### src/csd_pkg.sv
// Operation
// no-buzz bit keeps detectors on in sleep
// speed code picks internal oscillator divide
// same codes divide external clock input
// speed field resets to zero, 3 MHz
// software keeps processor clock fast enough
// oscillator control decoded only in bank one
// lock only while internal oscillator clocks usb
// lock-disable bit stops packet-based tuning
// fine-only bit suppresses coarse retuning step
// capture divider codes give 2,4,6,8
// capture source: osc, ext, 32k, stopped
// interval divider codes give 1,2,3,4
// interval source: osc, ext, 32k, capture
// 12-bit down counter, reload after zero
// reload staged so half-writes never load
// interrupt request on every reload
// periodic timer is 4096 capture clocks
// clock output pin source selection
// processor source bit: osc or external
// sleep forces osc; wake waits three 32k
// timer clock reset gives 1 us ticks
`default_nettype none
package csd_pkg;
   localparam logic [7:0] CSD_OFS_CPU_USB_CLOCK = 8'h30;
   localparam logic [7:0] CSD_OFS_TIMER_CLOCK = 8'h31;
   localparam logic [7:0] CSD_OFS_CLOCK_OUTPUT = 8'h32;
   localparam logic [7:0] CSD_OFS_OSC_LOCK = 8'h39;
   localparam logic [8:0] CSD_OFS_OSC_CONTROL = 9'h1E0;
   localparam logic [7:0] CSD_RST_CPU_USB_CLOCK = 8'h00;
   localparam logic [7:0] CSD_RST_TIMER_CLOCK = 8'h8F;
   localparam logic [7:0] CSD_RST_CLOCK_OUTPUT = 8'h00;
   localparam logic [7:0] CSD_RST_OSC_LOCK = 8'h00;
   localparam logic [7:0] CSD_RST_OSC_CONTROL = 8'h00;
   localparam int CSD_BIT_NO_BUZZ = 5;
   localparam int CSD_BIT_LOCK_DISABLE = 0;
   localparam int CSD_BIT_FINE_ONLY = 1;
   localparam int CSD_BIT_CPU_SOURCE = 0;
   localparam int CSD_BIT_USB_SOURCE = 5;
   localparam logic [2:0] CSD_SPEED_UNDIVIDED = 3'h3;
   localparam logic [1:0] CSD_SRC_OSC = 2'h0;
   localparam logic [1:0] CSD_SRC_EXT = 2'h1;
   localparam logic [1:0] CSD_SRC_LP = 2'h2;
   localparam logic [1:0] CSD_SRC_ALT = 2'h3;
   localparam int CSD_RELOAD_WIDTH = 12;
   localparam logic [11:0] CSD_RST_RELOAD = 12'hFFF;
   localparam logic [11:0] CSD_PERIODIC_LAST = 12'hFFF;
   localparam logic [1:0] CSD_WAKE_LP_CYCLES = 2'h3;
endpackage : csd_pkg
`default_nettype wire

### src/csd_clock_unit.sv
`default_nettype none
module csd_clock_unit (
   input wire logic clk_sys_i,
   input wire logic reset_n_i,
   input wire logic [7:0] io_addr_i,
   input wire logic extended_bank_flag_i,
   input wire logic io_wr_i,
   input wire logic io_rd_i,
   input wire logic [7:0] io_wr_data_i,
   output logic [7:0] io_rd_data_o,
   input wire logic reload_lo_wr_i,
   input wire logic reload_hi_wr_i,
   input wire logic [7:0] reload_data_i,
   output logic [11:0] interval_reload_value_o,
   output logic [11:0] interval_count_o,
   input wire logic osc24_tick_i,
   input wire logic external_clock_input_i,
   input wire logic lp32_clock_i,
   input wire logic sleep_i,
   output logic processor_clock_o,
   output logic processor_run_o,
   output logic capture_timer_clock_o,
   output logic interval_timer_clock_o,
   output logic periodic_1024_tick_o,
   output logic interval_irq_o,
   output logic clock_output_pin_o,
   output logic osc_lock_enable_o,
   output logic osc_coarse_tune_enable_o,
   output logic detector_always_on_o,
   output logic detector_duty_cycled_o
);
   logic [7:0] cpu_usb_reg, cpu_usb_next;
   logic [7:0] timer_clk_reg, timer_clk_next;
   logic [7:0] clk_out_reg, clk_out_next;
   logic [7:0] lock_reg, lock_next;
   logic [7:0] osc_ctl_reg, osc_ctl_next;
   logic [7:0] rd_data_reg, rd_data_next;
   logic [7:0] reload_lo_reg;
   logic [11:0] reload_reg;
   logic [11:0] count_reg, count_next;
   logic [2:0] ext_sync_reg, lp_sync_reg;
   logic [6:0] cpu_div_reg;
   logic [2:0] cap_div_reg;
   logic [1:0] itm_div_reg;
   logic [11:0] periodic_reg;
   logic cpu_tick_reg, cap_tick_reg, itm_tick_reg;
   logic periodic_tick_reg, irq_reg, pin_reg;
   logic sleep_d_reg;
   logic [1:0] wake_cnt_reg;
   logic run_reg;

   // decode: bank one holds only the oscillator control register
   wire bank0 = !extended_bank_flag_i;
   wire sel_cpu_usb = bank0 && io_addr_i == csd_pkg::CSD_OFS_CPU_USB_CLOCK;
   wire sel_timer = bank0 && io_addr_i == csd_pkg::CSD_OFS_TIMER_CLOCK;
   wire sel_clk_out = bank0 && io_addr_i == csd_pkg::CSD_OFS_CLOCK_OUTPUT;
   wire sel_lock = bank0 && io_addr_i == csd_pkg::CSD_OFS_OSC_LOCK;
   wire sel_osc_ctl = extended_bank_flag_i
      && {1'b1, io_addr_i} == csd_pkg::CSD_OFS_OSC_CONTROL;

   // writable fields only; reserved bits stay zero
   assign cpu_usb_next = (io_wr_i && sel_cpu_usb)
      ? (io_wr_data_i & 8'h61) : cpu_usb_reg;
   assign timer_clk_next = (io_wr_i && sel_timer) ? io_wr_data_i
      : timer_clk_reg;
   assign clk_out_next = (io_wr_i && sel_clk_out)
      ? (io_wr_data_i & 8'h03) : clk_out_reg;
   assign lock_next = (io_wr_i && sel_lock) ? (io_wr_data_i & 8'h03)
      : lock_reg;
   assign osc_ctl_next = (io_wr_i && sel_osc_ctl)
      ? (io_wr_data_i & 8'h3F) : osc_ctl_reg;

   assign rd_data_next = !io_rd_i ? rd_data_reg
      : sel_cpu_usb ? cpu_usb_reg
      : sel_timer ? timer_clk_reg
      : sel_clk_out ? clk_out_reg
      : sel_lock ? lock_reg
      : sel_osc_ctl ? osc_ctl_reg
      : 8'h00;

   // source ticks; pin inputs pass two flops before the edge detect
   wire ext_tick = ext_sync_reg[1] && !ext_sync_reg[2];
   wire lp_tick = lp_sync_reg[1] && !lp_sync_reg[2];

   // processor clock
   wire cpu_src_ext = cpu_usb_reg[csd_pkg::CSD_BIT_CPU_SOURCE];
   wire cpu_src_tick = cpu_src_ext ? ext_tick : osc24_tick_i;
   wire [2:0] speed = osc_ctl_reg[2:0];
   logic [6:0] cpu_div_last;
   always_comb begin
      case (speed) // see R2
         3'h0: cpu_div_last = 7'h07;
         3'h1: cpu_div_last = 7'h03;
         3'h2: cpu_div_last = 7'h01;
         3'h3: cpu_div_last = 7'h00;
         3'h4: cpu_div_last = 7'h0F;
         3'h5: cpu_div_last = 7'h1F;
         3'h6: cpu_div_last = 7'h7F;
         // reserved code: hold the reset rate rather than stall
         default: cpu_div_last = 7'h07;
      endcase
   end
   // processor clock is stopped in sleep and until recovery completes
   wire cpu_gate = run_reg && !sleep_i;
   wire cpu_wrap = cpu_div_reg >= cpu_div_last;

   // capture clock
   wire [1:0] cap_src = timer_clk_reg[5:4];
   logic cap_src_tick;
   always_comb begin
      case (cap_src)
         csd_pkg::CSD_SRC_OSC: cap_src_tick = osc24_tick_i;
         csd_pkg::CSD_SRC_EXT: cap_src_tick = ext_tick;
         csd_pkg::CSD_SRC_LP: cap_src_tick = lp_tick;
         default: cap_src_tick = 1'b0;
      endcase
   end
   // divide by 2*(code+1): 2,4,6,8
   wire [2:0] cap_div_last = {timer_clk_reg[7:6], 1'b1};
   wire cap_wrap = cap_div_reg >= cap_div_last;

   // interval clock
   wire [1:0] itm_src = timer_clk_reg[1:0];
   logic itm_src_tick;
   always_comb begin
      case (itm_src)
         csd_pkg::CSD_SRC_OSC: itm_src_tick = osc24_tick_i;
         csd_pkg::CSD_SRC_EXT: itm_src_tick = ext_tick;
         csd_pkg::CSD_SRC_LP: itm_src_tick = lp_tick;
         default: itm_src_tick = cap_tick_reg;
      endcase
   end
   wire [1:0] itm_div_last = timer_clk_reg[3:2];
   wire itm_wrap = itm_div_reg >= itm_div_last;

   // interval down counter: zero, then a reload tick
   wire count_zero = count_reg == 12'h000;
   assign count_next = !itm_tick_reg ? count_reg
      : count_zero ? reload_reg
      : count_reg - 12'h001;
   wire reload_event = itm_tick_reg && count_zero;

   // clock output pin
   logic pin_src_tick;
   always_comb begin
      case (clk_out_reg[1:0])
         csd_pkg::CSD_SRC_OSC: pin_src_tick = osc24_tick_i;
         csd_pkg::CSD_SRC_EXT: pin_src_tick = ext_tick;
         csd_pkg::CSD_SRC_LP: pin_src_tick = lp_tick;
         default: pin_src_tick = cpu_tick_reg;
      endcase
   end

   wire entering_sleep = sleep_i && !sleep_d_reg;

   always_ff @(posedge clk_sys_i) begin
      if (!reset_n_i) begin
         cpu_usb_reg <= csd_pkg::CSD_RST_CPU_USB_CLOCK;
         timer_clk_reg <= csd_pkg::CSD_RST_TIMER_CLOCK;
         clk_out_reg <= csd_pkg::CSD_RST_CLOCK_OUTPUT;
         lock_reg <= csd_pkg::CSD_RST_OSC_LOCK;
         osc_ctl_reg <= csd_pkg::CSD_RST_OSC_CONTROL;
         rd_data_reg <= 8'h00;
      end else begin
         cpu_usb_reg <= cpu_usb_next;
         if (entering_sleep) begin
            cpu_usb_reg[csd_pkg::CSD_BIT_CPU_SOURCE] <= 1'b0;
         end
         timer_clk_reg <= timer_clk_next;
         clk_out_reg <= clk_out_next;
         lock_reg <= lock_next;
         osc_ctl_reg <= osc_ctl_next;
         rd_data_reg <= rd_data_next;
      end
   end

   // low byte is held aside; only the high write commits all 12 bits
   always_ff @(posedge clk_sys_i) begin
      if (!reset_n_i) begin
         reload_lo_reg <= 8'h00;
         reload_reg <= csd_pkg::CSD_RST_RELOAD;
         count_reg <= csd_pkg::CSD_RST_RELOAD;
         irq_reg <= 1'b0;
      end else begin
         if (reload_lo_wr_i) begin
            reload_lo_reg <= reload_data_i;
         end
         if (reload_hi_wr_i) begin
            reload_reg <= {reload_data_i[3:0], reload_lo_reg};
         end
         count_reg <= count_next;
         irq_reg <= reload_event;
      end
   end

   always_ff @(posedge clk_sys_i) begin
      if (!reset_n_i) begin
         ext_sync_reg <= 3'h0;
         lp_sync_reg <= 3'h0;
      end else begin
         ext_sync_reg <= {ext_sync_reg[1:0], external_clock_input_i};
         lp_sync_reg <= {lp_sync_reg[1:0], lp32_clock_i};
      end
   end

   always_ff @(posedge clk_sys_i) begin
      if (!reset_n_i) begin
         cpu_div_reg <= 7'h00;
         cpu_tick_reg <= 1'b0;
      end else begin
         cpu_tick_reg <= cpu_gate && cpu_src_tick && cpu_wrap;
         if (!cpu_gate) begin
            cpu_div_reg <= 7'h00;
         end else if (cpu_src_tick) begin
            cpu_div_reg <= cpu_wrap ? 7'h00 : cpu_div_reg + 7'h01;
         end
      end
   end

   always_ff @(posedge clk_sys_i) begin
      if (!reset_n_i) begin
         cap_div_reg <= 3'h0;
         cap_tick_reg <= 1'b0;
         itm_div_reg <= 2'h0;
         itm_tick_reg <= 1'b0;
      end else begin
         cap_tick_reg <= cap_src_tick && cap_wrap;
         if (cap_src_tick) begin
            cap_div_reg <= cap_wrap ? 3'h0 : cap_div_reg + 3'h1;
         end
         itm_tick_reg <= itm_src_tick && itm_wrap;
         if (itm_src_tick) begin
            itm_div_reg <= itm_wrap ? 2'h0 : itm_div_reg + 2'h1;
         end
      end
   end

   // period tracks whatever rate the capture clock really has
   always_ff @(posedge clk_sys_i) begin
      if (!reset_n_i) begin
         periodic_reg <= 12'h000;
         periodic_tick_reg <= 1'b0;
      end else begin
         periodic_tick_reg <= cap_tick_reg
            && periodic_reg == csd_pkg::CSD_PERIODIC_LAST;
         if (cap_tick_reg) begin
            periodic_reg <= periodic_reg + 12'h001;
         end
      end
   end

   always_ff @(posedge clk_sys_i) begin
      if (!reset_n_i) begin
         pin_reg <= 1'b0;
      end else begin
         pin_reg <= pin_src_tick;
      end
   end

   // wake recovery counts 32 kHz edges before the processor runs
   always_ff @(posedge clk_sys_i) begin
      if (!reset_n_i) begin
         sleep_d_reg <= 1'b0;
         wake_cnt_reg <= 2'h0;
         run_reg <= 1'b1;
      end else begin
         sleep_d_reg <= sleep_i;
         if (sleep_i) begin
            run_reg <= 1'b0;
            wake_cnt_reg <= 2'h0;
         end else if (!run_reg && lp_tick) begin
            if (wake_cnt_reg == csd_pkg::CSD_WAKE_LP_CYCLES - 2'h1) begin
               run_reg <= 1'b1;
            end
            wake_cnt_reg <= wake_cnt_reg + 2'h1;
         end
      end
   end

   wire usb_from_osc = !cpu_usb_reg[csd_pkg::CSD_BIT_USB_SOURCE];
   wire lock_on = usb_from_osc
      && !lock_reg[csd_pkg::CSD_BIT_LOCK_DISABLE];
   wire no_buzz = osc_ctl_reg[csd_pkg::CSD_BIT_NO_BUZZ];

   assign io_rd_data_o = rd_data_reg;
   assign interval_reload_value_o = reload_reg;
   assign interval_count_o = count_reg;
   assign processor_clock_o = cpu_tick_reg;
   assign processor_run_o = run_reg;
   assign capture_timer_clock_o = cap_tick_reg;
   assign interval_timer_clock_o = itm_tick_reg;
   assign periodic_1024_tick_o = periodic_tick_reg;
   assign interval_irq_o = irq_reg;
   assign clock_output_pin_o = pin_reg;
   assign osc_lock_enable_o = lock_on;
   assign osc_coarse_tune_enable_o = lock_on
      && !lock_reg[csd_pkg::CSD_BIT_FINE_ONLY];
   assign detector_always_on_o = sleep_i && no_buzz;
   assign detector_duty_cycled_o = sleep_i && !no_buzz;
endmodule : csd_clock_unit
`default_nettype wire

### config.mk
export PLATFORM = sky130hd
export DESIGN_NAME = csd_clock_unit
export DESIGN_NICKNAME = d
export VERILOG_FILES = /design/src/csd_pkg.sv /design/src/csd_clock_unit.sv
export SDC_FILE = /design/constraint.sdc
export NUM_CORES = 1
export LEC_CHECK = 0
export ABC_AREA = 1
export BUFFER_PORTS_ARGS = -buffer_cell sky130_fd_sc_hd__buf_4
export CORE_MARGIN = 2
export CORE_UTILIZATION = 59
export CTS_BUF_LIST = sky130_fd_sc_hd__clkbuf_4
export CTS_CLUSTER_SIZE = 8
export DETAILED_ROUTE_END_ITERATION = 10
export PLACE_DENSITY_LB_ADDON = 0.3
export RECOVER_POWER = 50
export SYNTH_ARGS = -nofsm -noshare
export SYNTH_HDL_FRONTEND = slang
export SYNTH_SLANG_ARGS = --single-unit
### constraint.sdc
create_clock -name clk_sys_i -period 2.4 [get_ports clk_sys_i]
set_input_delay 0.72 -clock clk_sys_i [delete_from_list [all_inputs] [get_ports clk_sys_i]]
set_output_delay 0.72 -clock clk_sys_i [all_outputs]
set_load 0.005 [all_outputs]
== Word-level counts from Yosys, hierarchy flattened ==
Index checks and enable logic that the tools add are counted.

* Input port bits: 35
* Output and inout bits: 43
* Word-level logic and storage cells: 116
* Register bits: 101

* Reductions and logical operators: 45
* Mux-type cells: 17
* Bitwise operators: 1
* Magnitude comparators: 3
* Eq/ne operators: 19
* Add/subtract/negate cells: 6

{| class="wikitable"
|+ Operators with widths
! operator !! number
|-
| $pmux 7 s6 || 1
|-
| $eq 8x6->1 const B || 4
|-
| $logic_and 1x1->1 || 25
|-
| $mux 6 || 3
|-
| $mux 8 || 2
|-
| $add 12x1->12 const B || 1
|-
| $eq 12x12->1 const B || 1
|-
| $logic_not 12->1 || 1
|-
| $mux 12 || 1
|-
| $sub 12x1->12 const B || 1
|-
| $logic_not 1->1 || 10
|-
| $eq 3x3->1 const B || 3
|-
| $pmux 1 s3 || 3
|-
| $eq 2x2->1 const B || 4
|-
| $eq 8x8->1 const B || 1
|-
| $add 7x1->7 const B || 1
|-
| $ge 7x7->1 || 1
|-
| $mux 7 || 1
|-
| $eq 2x1->1 const B || 3
|-
| $eq 3x2->1 const B || 2
|-
| $logic_not 2->1 || 3
|-
| $add 2x1->2 const B || 2
|-
| $mux 1 || 4
|-
| $reduce_and 2->1 || 2
|-
| 9 further kinds || 11
|}

== Longest topological paths before layout ==
Gate-level depths: netlist (run 1).

* Word-level depth: 7
* Depth in mapped cells: 12

== Worst setup path before layout (run 1) ==
OpenSTA, ideal clock, no wires.

* Path kind: reg-to-reg
* Start: register osc_ctl_reg[0]
* End: register cpu_div_reg[0]
* Arrival time: 1.782 ns
* Cell stages (with the launch flop): 13
* Clock period less this slack: 1.852 ns
* Required time: 2.330 ns
* Path slack: 0.548 ns
* Path through: dfxtp_1 inv_1 nor3_1 o22ai_1 a21oi_1 ha_1 nand2_1 o21ai_0 nand2_1 nand2_1 o21ai_0 nand2_1 a21oi_1

* Longest elaborated chain between the ends: 4

{| class="wikitable"
|+ Ends and longest elaborated chain
! item !! line !! source
|-
| start, declared || csd_clock_unit.sv:36 || <nowiki>logic [7:0] osc_ctl_reg, osc_ctl_next;</nowiki>
|-
| start signal, assigned || csd_clock_unit.sv:162 || <nowiki>osc_ctl_reg <= csd_pkg::CSD_RST_OSC_CONTROL;</nowiki>
|-
| start signal, assigned || csd_clock_unit.sv:172 || <nowiki>osc_ctl_reg <= osc_ctl_next;</nowiki>
|-
| $eq 3x3->1 (tied with other cells) || csd_clock_unit.sv:91 || <nowiki>case (speed)</nowiki>
|-
| $pmux 7 s6 (*) || csd_clock_unit.sv:91 ||
|-
| $ge 7x7->1 (*) || csd_clock_unit.sv:105 || <nowiki>wire cpu_wrap = cpu_div_reg >= cpu_div_last;</nowiki>
|-
| $mux 7 (*) || csd_clock_unit.sv:215 || <nowiki>cpu_div_reg <= cpu_wrap ? 7'h00 : cpu_div_reg + 7'h01;</nowiki>
|-
| end signal, assigned || csd_clock_unit.sv:215 ||
|-
| end, declared || csd_clock_unit.sv:42 || <nowiki>logic [6:0] cpu_div_reg;</nowiki>
|}

Mark *: on every way between the ends. The rest lies on a longest branch, timed or not.
A chain may end at the register's enable or synchronous reset.

== Worst setup path after layout (run 1) ==
Same ends and word-level chain as after synthesis.

==> reports/results.tsv, run 1 <==
stage	metric	value	unit
run_status	outcome	finished, final reports clean	
setup_path	reg2reg start	osc_ctl_reg[0]	
clocking	root buffer cell	clkbuf_4	
global_route	first-pass GRT wire length	19000	µm
finish	most common cell after layout, fill and taps aside	nand2_1	
global_route	pin count of the biggest net entering global routing	36	
synth	syn nets	716	
setup_path	worst reg2reg path depth	12	
drt	Remaining DRCs	0	
setup_path	Worst path slowest cell	dfxtp_1	
global_route	antenna violations before repair	0	
timing	setup TNS	0	ps
placed_design	detailed placer's ending HPWL	8620	µm
synth	Netlist Area Pre-Place	4890	µm²
synth	number of flops mapped to enable cells by yosys	0	
drt	TritonRoute pass-1 iters	6	
setup_path	reg2reg setup slack	310	ps
setup_path	startpoint types	flip-flop	
timing	Worst slew margin	9.14	%
clocking	Clock Latency Late Sink	470	ps
pwr	Static Leak	2.54	nW
floorplan	Starting Density	60.2	%
setup_path	crit end category	flip-flop	
finish	Syn-to-layout area delta	15.5	%
synth	Syn Area/Cell	7.37	µm²
timing	hold_ws	431	ps
placed_design	Setup WS pre-CTS	233	ps
setup_path	WS Path Type	reg2reg	
timing	Setup-failing EPs final	0	
clocking	Clock Tree Buf Depth	2	
timing	Tmin final	2090	ps
worst_hold_path	Hold EP	lp_sync_reg[1]	
setup_path	Critical Path RT	2790	ps
synth	Ys Warns	0	
synth	ys flop type	dfxtp_1	
placed_design	RePlAce Congestion	0.980	
setup_path	crit-path max cell delay	440	ps
floorplan	Total Die Area	9040	µm²
worst_hold_path	cell count of the worst hold path	2	
synth	sequential share of the synthesized area	41.3	%
drt	WL per Instance	13.6	µm
timing	fmax	0.478	GHz
finish	layout cells sized above 1	17.4	%
timing	RSZ-0062 raised after global routing	no	
clocking	CTS H-tree depth	3	
finish	Layout fillers	674	
floorplan	row count	33	
pwr	cell-internal power	2.24	mW
setup_path	crit-path most repeated cell	nand2_1	
pwr	PD cells	526	nW/µm²
clocking	CTS Hold Bufs	0	
timing	Final Max Tran Viols	0	
placed_design	IO buf count	77	
clocking	CTS sink count	101	
finish	antenna fix cells	0	
drt	detailed-route via count	4659	
clocking	CTS tree	built	
global_route	vias in the first global route	4327	
drt	drt total wl	11500	µm
timing	period utilization	87.2	%
clocking	CTS clock-pin slew for the worst setup and hold paths	150	ps
timing	PnR worst setup slack	308	ps
setup_path	R2R Path End	cpu_div_reg[0]	
pwr	maximum VDD drop	0.332	mV
floorplan	core area	8130	µm²
global_route	GRT overflow	0	
setup_path	Critical Path AT	2480	ps
finish	commonest cells after routing, fill and taps aside	nand2_1 (124), dfxtp_1 (101), inv_1 (77)	
setup_path	CP cell instances	inv_1, nor3_2, o22ai_1, a21oi_1, ha_1, nand2_1, o21ai_0, nand2_1, nand2_1, o21ai_1, nand2_2, a21oi_1	
pwr	power share of the combinational group	7.9	%
pwr	total net switching power	0.736	mW
timing	Final Hold Viols	0	
synth	cell count after synthesis	664	
floorplan	height of the die	95.1	µm
finish	NumNets Final	789	
synth	Yosys cell types	46	
floorplan	Die W	95.1	µm
worst_hold_path	hold path start	lp_sync_reg[0]	
synth	#FFs+latches synth	101	
timing	Worst Skew	23.3	ps
drt	Via density	5.51	
clocking	CTS Buf Count	9	
pwr	clock share of power	33.5	%
timing	worst slew pin tran	1360	ps
worst_hold_path	Hold Crit Class	reg2reg	
setup_path	worst-path fanout max	5	
pwr	Sequential Power Share	58.6	%
drt	post-route ant nets	0	
job	Max-Cap Viols	0	
floorplan	# IOs	78	
global_route	GR Util All Layers	26.4	%
drt	1st-iter DRT viols	245	
pwr	Sw Share	24.7	%
synth	share of synthesized flip-flops with an asynchronous set or reset	0	%
## cell usage after synthesis, types with 3 or more instances
cell | instances | area share [%]
nand2_4 | 4 | 0.92
xor2_1 | 11 | 2.0
o211ai_1 | 7 | 1.1
a31oi_1 | 4 | 0.51
nand2_2 | 6 | 0.77
dfxtp_1 | 101 | 41
inv_1 | 76 | 5.8
buf_2 | 3 | 0.31
nand4_1 | 8 | 1.0
o21a_1 | 3 | 0.46
o21ai_1 | 6 | 0.61
a21oi_2 | 3 | 0.54
o21ai_2 | 3 | 0.54
o21ai_0 | 51 | 5.2
inv_2 | 3 | 0.23
ha_1 | 17 | 4.3
nor2_1 | 64 | 4.9
nor2_2 | 7 | 0.89
a21oi_1 | 49 | 5.0
nand3_1 | 56 | 5.7
nand2_1 | 124 | 9.5
nor2_4 | 3 | 0.69
clkbuf_1 | 9 | 0.69
buf_6 | 4 | 0.92
nor3_1 | 16 | 1.6
## logic make-up after synthesis
family	after synthesis	share of synthesized area, %
buffers and inverters	102	8.80
AO/OA/AOI/OAI	129	14.4
AND/OR/NAND/NOR	303	29.0
XOR/XNOR	12	2.15
flip-flops	101	41.3
adder cells (fa/ha/maj)	17	4.35
## timing repair
item	CTS	global route
endpoints found under the hold margin	0	0
resized for setup	0	3
setup buffers	0	0
setup endpoints to repair	0	5
## metal layers
metal | share of wire (%) | global-route usage, %
met2 | 49 | 44.2
met3 | 6.6 | 5.14
met4 | 2.0 | 8.94
met5 | 0 | 0
met1 | 43 | 34.2
## worst max-delay path: cells and delay by family (launching register included)
| kind | cells | cell delay (ps) |
|---|---|---|
| compound gates | 5 | 650 |
| simple gates | 5 | 550 |
| flops | 1 | 440 |
| fa+ha+maj | 1 | 260 |
| buf+inv | 1 | 130 |
## power groups by stage
stage / sequential [mW] / clock [mW] / combinational [mW]
2_1_floorplan: 1.77 / 0 / 0.121
3_3_place_gp: 1.78 / 0 / 0.229
3_5_place_dp: 1.78 / 0 / 0.238
4_1_cts: 1.74 / 1.00 / 0.239
5_1_grt: 1.75 / 1.07 / 0.264
6_report: 1.74 / 0.995 / 0.235
## cell type report
type	count	area [µm²]	share of cell area [%]
Multi-Input combinational cell	461	2430	43.0
Sequential cell	101	2020	35.8
Timing Repair Buffer	82	601	10.6
Inverter	82	314	5.56
Tap cell	105	131	2.32
Clock inverter	6	86.3	1.53
Clock buffer	9	67.6	1.20
## metrics by stage
stage / cells / total power [mW] / utilization (%) / area [µm²]
final: 846 / 2.97 / 69.5 / 5650
after floorplan: 664 / 1.89 / - / 4890
after detailed placement: 831 / 2.02 / 67.9 / 5520
after global routing: 846 / 3.09 / 69.5 / 5650
after global placement: 831 / 2.01 / 67.9 / 5520
after CTS: 846 / 2.98 / 69.8 / 5680
## worst max-delay path by stage
stage	from	to	cells past startpoint
2_1_floorplan	osc_ctl_reg[0]	cpu_div_reg[0]	12
3_3_place_gp	osc_ctl_reg[0]	cpu_div_reg[0]	12
3_5_place_dp	osc_ctl_reg[0]	cpu_div_reg[0]	12
4_1_cts	osc_ctl_reg[0]	cpu_div_reg[0]	12
5_1_grt	osc_ctl_reg[0]	cpu_div_reg[0]	12
6_report	osc_ctl_reg[0]	cpu_div_reg[0]	12
(Power assumes the default switching activity.)
==> run 2, diff against run 1 <==
Settings changed: RECOVER_POWER 50 to default.
==> run 2 against run 1 <==
Effect of this change:
- sequential cell count unchanged
- die area unchanged
- global-route usage did not move
- largest power group unchanged
- clock power down 0.9%
- via count down 0.24%
- power fell by 0.13%
- largest cell class unchanged
- core utilization rose by 0.40 points
==> reports/results.tsv, run 2 (synthesized netlist as in run 1, its figures left out) <==
stage	metric	value	unit	change
floorplan	Starting Density	60.2	%	unchanged
clocking	CTS clock-pin slew for the worst setup and hold paths	150	ps	about the same
global_route	GRT overflow	0		unchanged
floorplan	core area	8130	µm²	unchanged
finish	antenna fix cells	0		unchanged
setup_path	R2R Path End	cpu_div_reg[0]		
timing	Final Hold Viols	0		unchanged
drt	detailed-route via count	4648		-0.24%
global_route	first-pass GRT wire length	19000	µm	unchanged
clocking	CTS sink count	101		unchanged
setup_path	crit end category	flip-flop		
global_route	pin count of the biggest net entering global routing	36		unchanged
clocking	CTS H-tree depth	3		unchanged
setup_path	worst reg2reg path depth	12		unchanged
finish	layout cells sized above 1	18.6	%	+1.2 points
drt	drt total wl	11400	µm	-0.83%
global_route	vias in the first global route	4327		unchanged
worst_hold_path	Hold Crit Class	reg2reg		
finish	Layout fillers	663		-1.6%
drt	1st-iter DRT viols	311		+27%
clocking	CTS Hold Bufs	0		unchanged
timing	Worst Skew	21.7	ps	-1.62 ps
global_route	GR Util All Layers	26.4	%	unchanged
pwr	Tot Pwr	2.97	mW	-0.13%
timing	Worst slew margin	59.3	%	+50 points
floorplan	Die W	95.1	µm	unchanged
clocking	CTS tree	built		
placed_design	RePlAce Congestion	0.980		unchanged
placed_design	DP Cell Count	831		unchanged
drt	Via density	5.49		-0.24%
finish	most common cell after layout, fill and taps aside	nand2_1		
setup_path	reg2reg setup slack	310	ps	about the same
worst_hold_path	Hold EP	lp_sync_reg[1]		
setup_path	crit-path most repeated cell	nand2_1		
pwr	cell-internal power	2.24	mW	+0.15%
setup_path	Worst path slowest cell	dfxtp_1		
timing	Setup-failing EPs final	0		unchanged
clocking	post-cts resize count	0		unchanged
drt	met2 wire len	5650	µm	+0.71%
worst_hold_path	cell count of the worst hold path	2		unchanged
floorplan	Total Die Area	9040	µm²	unchanged
setup_path	Critical Path AT	2470	ps	about the same
setup_path	Critical Path RT	2780	ps	about the same
setup_path	WS Path Type	reg2reg		
setup_path	startpoint types	flip-flop		
pwr	Sw Share	24.5	%	-0.21 points
pwr	total net switching power	0.728	mW	-0.99%
setup_path	crit-path max cell delay	430	ps	about the same
drt	uppermost layer routed	met4		
drt	post-route ant nets	0		unchanged
finish	Syn-to-layout area delta	16.2	%	
timing	hold_ws	430	ps	-0.408 ps
pwr	Static Leak	2.56	nW	+0.66%
timing	Tmin final	2090	ps	+1.20 ps
timing	period utilization	87.2	%	about the same
setup_path	crit-path leading delay family	compound AO/OA/AOI/OAI gates		
drt	Routed met1 length	4980	µm	+1.5%
setup_path	CP Buf/Inv Count	1		unchanged
timing	fmax	0.478	GHz	about the same
clocking	CTS Buf Count	9		unchanged
timing	Final Max Tran Viols	0		unchanged
pwr	PD cells	522	nW/µm²	-0.70%
pwr	Sequential Power Share	58.7	%	about the same
drt	metal3 WL	635	µm	-17%
finish	Finished Layout Cells	846		unchanged
clocking	post-CTS setup buffer count	0		unchanged
setup_path	CP cell instances	inv_1, nor3_2, o22ai_1, a21oi_1, ha_1, nand2_1, o21ai_0, nand2_1, nand2_1, o21ai_1, nand2_2, a21oi_1		
finish	commonest cells after routing, fill and taps aside	nand2_1 (123), dfxtp_1 (101), buf_4 (82)		
worst_hold_path	hold path start	lp_sync_reg[0]		
finish	fin util	69.9	%	+0.40 points
drt	WL per Instance	13.5	µm	-0.83%
drt	Remaining DRCs	0		unchanged
placed_design	detailed placer's ending HPWL	8620	µm	unchanged
setup_path	worst-path fanout max	5		unchanged
timing	setup TNS	0	ps	unchanged
clocking	root buffer cell	clkbuf_4		
finish	NumNets Final	789		unchanged
floorplan	height of the die	95.1	µm	unchanged
drt	TritonRoute pass-1 iters	5		-1
global_route	antenna violations before repair	0		unchanged
clocking	Clock Tree Buf Depth	2		unchanged
job	Max-Cap Viols	0		unchanged
pwr	clock share of power	33.2	%	-0.3 points
clocking	Clock Latency Late Sink	450	ps	-20 ps
pwr	maximum VDD drop	0.332	mV	about the same
floorplan	row count	33		unchanged
placed_design	IO buf count	77		unchanged
run_status	outcome	finished, final reports clean		
setup_path	reg2reg start	osc_ctl_reg[0]		
timing	RSZ-0062 raised after global routing	no		
floorplan	# IOs	78		unchanged
pwr	power share of the combinational group	8.1	%	+0.2 points
timing	worst slew pin tran	610	ps	-753 ps
run 2: metal layers:
| layer | global-route usage (%) | up-vias |
|---|---|---|
| met5 | 0 | - |
| li1 | - | 2320 |
| met4 | 8.94 | 0 |
| met2 | 44.2 | 130 |
| met3 | 5.14 | 20 |
| met1 | 34.2 | 2178 |
run 2: metrics by stage:
stage	setup slack [ps]	area, µm²
final	307	5690
after floorplan	548	4890
after detailed placement	233	5520
after global routing	77.5	5690
after global placement	429	5520
after CTS	197	5680
run 2: worst max-delay path by stage:
stage	start	endpoint	slack, ps	cells after the start
finish	osc_ctl_reg[0]	cpu_div_reg[0]	310	12
global route	osc_ctl_reg[0]	cpu_div_reg[0]	80	12
CTS	osc_ctl_reg[0]	cpu_div_reg[0]	200	12
detailed placement	osc_ctl_reg[0]	cpu_div_reg[0]	230	12
global placement	osc_ctl_reg[0]	cpu_div_reg[0]	430	12
floorplan	osc_ctl_reg[0]	cpu_div_reg[0]	550	12
run 2: power groups by stage:
stage | Combinational, mW | Sequential, mW | Clock (mW)
final | 0.240 | 1.74 | 0.986
after global routing | 0.269 | 1.75 | 1.07
after CTS | 0.239 | 1.74 | 1.00
after detailed placement | 0.238 | 1.78 | 0
after global placement | 0.229 | 1.78 | 0
after floorplan | 0.121 | 1.77 | 0
run 2: area by class of cell:
type	count	area, µm²	area share, %
Inverter	82	314	5.52
Multi-Input combinational cell	461	2450	43.1
Clock inverter	6	86.3	1.52
Clock buffer	9	67.6	1.19
Tap cell	105	131	2.31
Sequential cell	101	2020	35.6
Timing Repair Buffer	82	616	10.8
run 2: worst reg2reg max path, cell delays in order (launching register included):
cell and delay [ps]:
dfxtp_1 430, inv_1 130, nor3_2 200, o22ai_1 90, a21oi_1 140, ha_1 260
nand2_1 70, o21ai_0 100, nand2_1 80, nand2_1 70, o21ai_1 190, nand2_2 130
a21oi_1 140
==> run 3, diff against run 2 <==
Settings changed: RECOVER_POWER from default to 100.
==> run 3 against run 2 <==
Effect of this change:
- setup slack worse by 58 ps
- hold slack hardly changed
- sequential cell count stayed put
- largest cell class unchanged
- power is 0.13% lower
- global-route usage stayed put
- wire length is 0.52% higher
- first-iteration DRC count is 6.8% lower
- count of clock-buffer cells in the layout stayed put
- maximum frequency is 2.7% lower
- via count is 0.62% higher
- highest routed layer unchanged
- non-clock buffer count stayed put
==> reports/results.tsv, run 3 (synthesized netlist as in run 1, its figures left out) <==
stage	metric	value	unit	change
timing	Setup-failing EPs final	0		unchanged
setup_path	reg2reg start	interval_count_o[0]		
pwr	Sw Share	24.6	%	+0.10 points
placed_design	detailed placer's ending HPWL	8620	µm	unchanged
pwr	total net switching power	0.730	mW	+0.29%
setup_path	Critical Path RT	2770	ps	about the same
clocking	CTS clock-pin slew for the worst setup and hold paths	160	ps	about the same
worst_hold_path	Hold Crit Class	reg2reg		
finish	Syn-to-layout area delta	15.2	%	
timing	fmax	0.465	GHz	-2.7%
placed_design	Post-DP Area	5520	µm²	unchanged
worst_hold_path	cell count of the worst hold path	2		unchanged
pwr	clock share of power	33.4	%	+0.2 points
finish	Layout fillers	677		+2.1%
drt	TritonRoute pass-1 iters	5		unchanged
setup_path	reg2reg setup slack	250	ps	-60 ps
timing	Worst slew margin	10.0	%	-49 points
floorplan	Starting Density	60.2	%	unchanged
setup_path	WS Path Type	reg2reg		
drt	1st-iter DRT viols	290		-6.8%
worst_hold_path	Hold EP	lp_sync_reg[1]		
placed_design	RePlAce Congestion	0.980		unchanged
clocking	CTS Buf Count	9		unchanged
finish	layout cells sized above 1	16.9	%	-1.8 points
clocking	CTS H-tree depth	3		unchanged
timing	setup TNS	0	ps	unchanged
timing	Final Hold Viols	0		unchanged
drt	Via density	5.53		+0.62%
global_route	GRT overflow	0		unchanged
setup_path	crit end category	flip-flop		
timing	RSZ-0062 raised after global routing	no		
clocking	Clock Latency Late Sink	460	ps	about the same
drt	WL per Instance	13.6	µm	+0.52%
placed_design	DP Cell Count	831		unchanged
setup_path	startpoint types	flip-flop		
floorplan	row count	33		unchanged
placed_design	IO buf count	77		unchanged
drt	Remaining DRCs	0		unchanged
floorplan	core area	8130	µm²	unchanged
pwr	PD cells	526	nW/µm²	+0.69%
floorplan	# IOs	78		unchanged
clocking	Clock Tree Buf Depth	2		unchanged
global_route	GR Util All Layers	26.4	%	unchanged
pwr	Sequential Power Share	58.8	%	about the same
global_route	antenna violations before repair	0		unchanged
timing	Worst Skew	21.6	ps	-0.131 ps
setup_path	R2R Path End	interval_count_o[10]		
setup_path	worst reg2reg path depth	8		-4
finish	antenna fix cells	0		unchanged
drt	detailed-route via count	4677		+0.62%
global_route	vias in the first global route	4327		unchanged
clocking	post-CTS setup buffer count	0		unchanged
clocking	CTS tree	built		
pwr	cell-internal power	2.24	mW	-0.27%
setup_path	Critical Path AT	2520	ps	+50 ps
finish	most common cell after layout, fill and taps aside	nand2_1		
pwr	maximum VDD drop	0.331	mV	-0.34%
finish	commonest cells after routing, fill and taps aside	nand2_1 (124), dfxtp_1 (101), inv_1 (77)		
timing	period utilization	89.6	%	+2.4 points
floorplan	Total Die Area	9040	µm²	unchanged
finish	NumNets Final	789		unchanged
drt	post-route ant nets	0		unchanged
pwr	Static Leak	2.52	nW	-1.3%
timing	worst slew pin tran	1350	ps	+740 ps
clocking	root buffer cell	clkbuf_4		
run_status	outcome	finished, final reports clean		
clocking	CTS sink count	101		unchanged
finish	Finished Layout Cells	846		unchanged
finish	Final Cell Area	5640	µm²	-0.81%
drt	drt total wl	11500	µm	+0.52%
worst_hold_path	hold path start	lp_sync_reg[0]		
finish	register area	2020	µm²	unchanged
timing	Tmin final	2150	ps	+58.2 ps
job	Max-Cap Viols	0		unchanged
floorplan	height of the die	95.1	µm	unchanged
global_route	first-pass GRT wire length	19000	µm	unchanged
setup_path	worst-path fanout max	20		+15
finish	area occupied by multi-input gates	2420	µm²	-1.1%
global_route	pin count of the biggest net entering global routing	36		unchanged
pwr	power share of the combinational group	7.8	%	-0.3 points
floorplan	Die W	95.1	µm	unchanged
timing	Final Max Tran Viols	0		unchanged
==> run 3: final cells by class <==
class | count | share of cell area [%]
Sequential cell | 101 | 35.9
Clock buffer | 9 | 1.20
Tap cell | 105 | 2.33
Inverter | 82 | 5.57
Timing Repair Buffer | 82 | 10.6
Clock inverter | 6 | 1.53
Multi-Input combinational cell | 461 | 42.9
==> run 3: routing by layer <==
metal	vias to the layer above	share of wire, %	track usage [%]
met3	25	5.3	5.14
met4	0	1.8	8.94
li1	2323	-	-
met5	-	0	0
met1	2186	44	34.2
met2	143	49	44.2
==> run 3: how the worst max path moves through the flow <==
stage / start / cells past startpoint / end / slack, ps
2_1_floorplan: osc_ctl_reg[0] / 12 / cpu_div_reg[0] / 550
3_3_place_gp: osc_ctl_reg[0] / 12 / cpu_div_reg[0] / 430
3_5_place_dp: osc_ctl_reg[0] / 12 / cpu_div_reg[0] / 230
4_1_cts: osc_ctl_reg[0] / 12 / cpu_div_reg[0] / 200
5_1_grt: interval_count_o[0] / 8 / interval_count_o[8] / 70
6_report: interval_count_o[0] / 8 / interval_count_o[10] / 250
==> run 3: power by group through the flow <==
stage	logic [mW]	registers, mW	clock network, mW
floorplan	0.121	1.77	0
global placement	0.229	1.78	0
detailed placement	0.238	1.78	0
CTS	0.239	1.74	1.00
global route	0.261	1.75	1.07
finish	0.232	1.74	0.991
==> run 3: critical path, stage by stage, from the launching register on <==
cell and delay, ps:
dfxtp_1 400, inv_1 100, ha_1 220, nand4_1 100, nor2_1 50, nand2_1 450
clkinvlp_2 460, nor2_1 190, o21ai_0 80
==> run 3: metrics by stage <==
step | setup WS [ps] | power, mW | util [%] | hold slack [ps]
finish | 249 | 2.97 | 69.3 | 431
global route | 70.8 | 3.08 | 69.3 | 438
CTS | 197 | 2.98 | 69.8 | 432
detailed placement | 233 | 2.02 | 67.9 | 403
global placement | 429 | 2.01 | 67.9 | 397
floorplan | 548 | 1.89 | - | 390
==> run 3: what timing repair did <==
action                                  4_1_cts  5_1_grt
endpoints found under the setup margin        0        5
hold buffers                                  0        0
gates resized for setup                       0        3
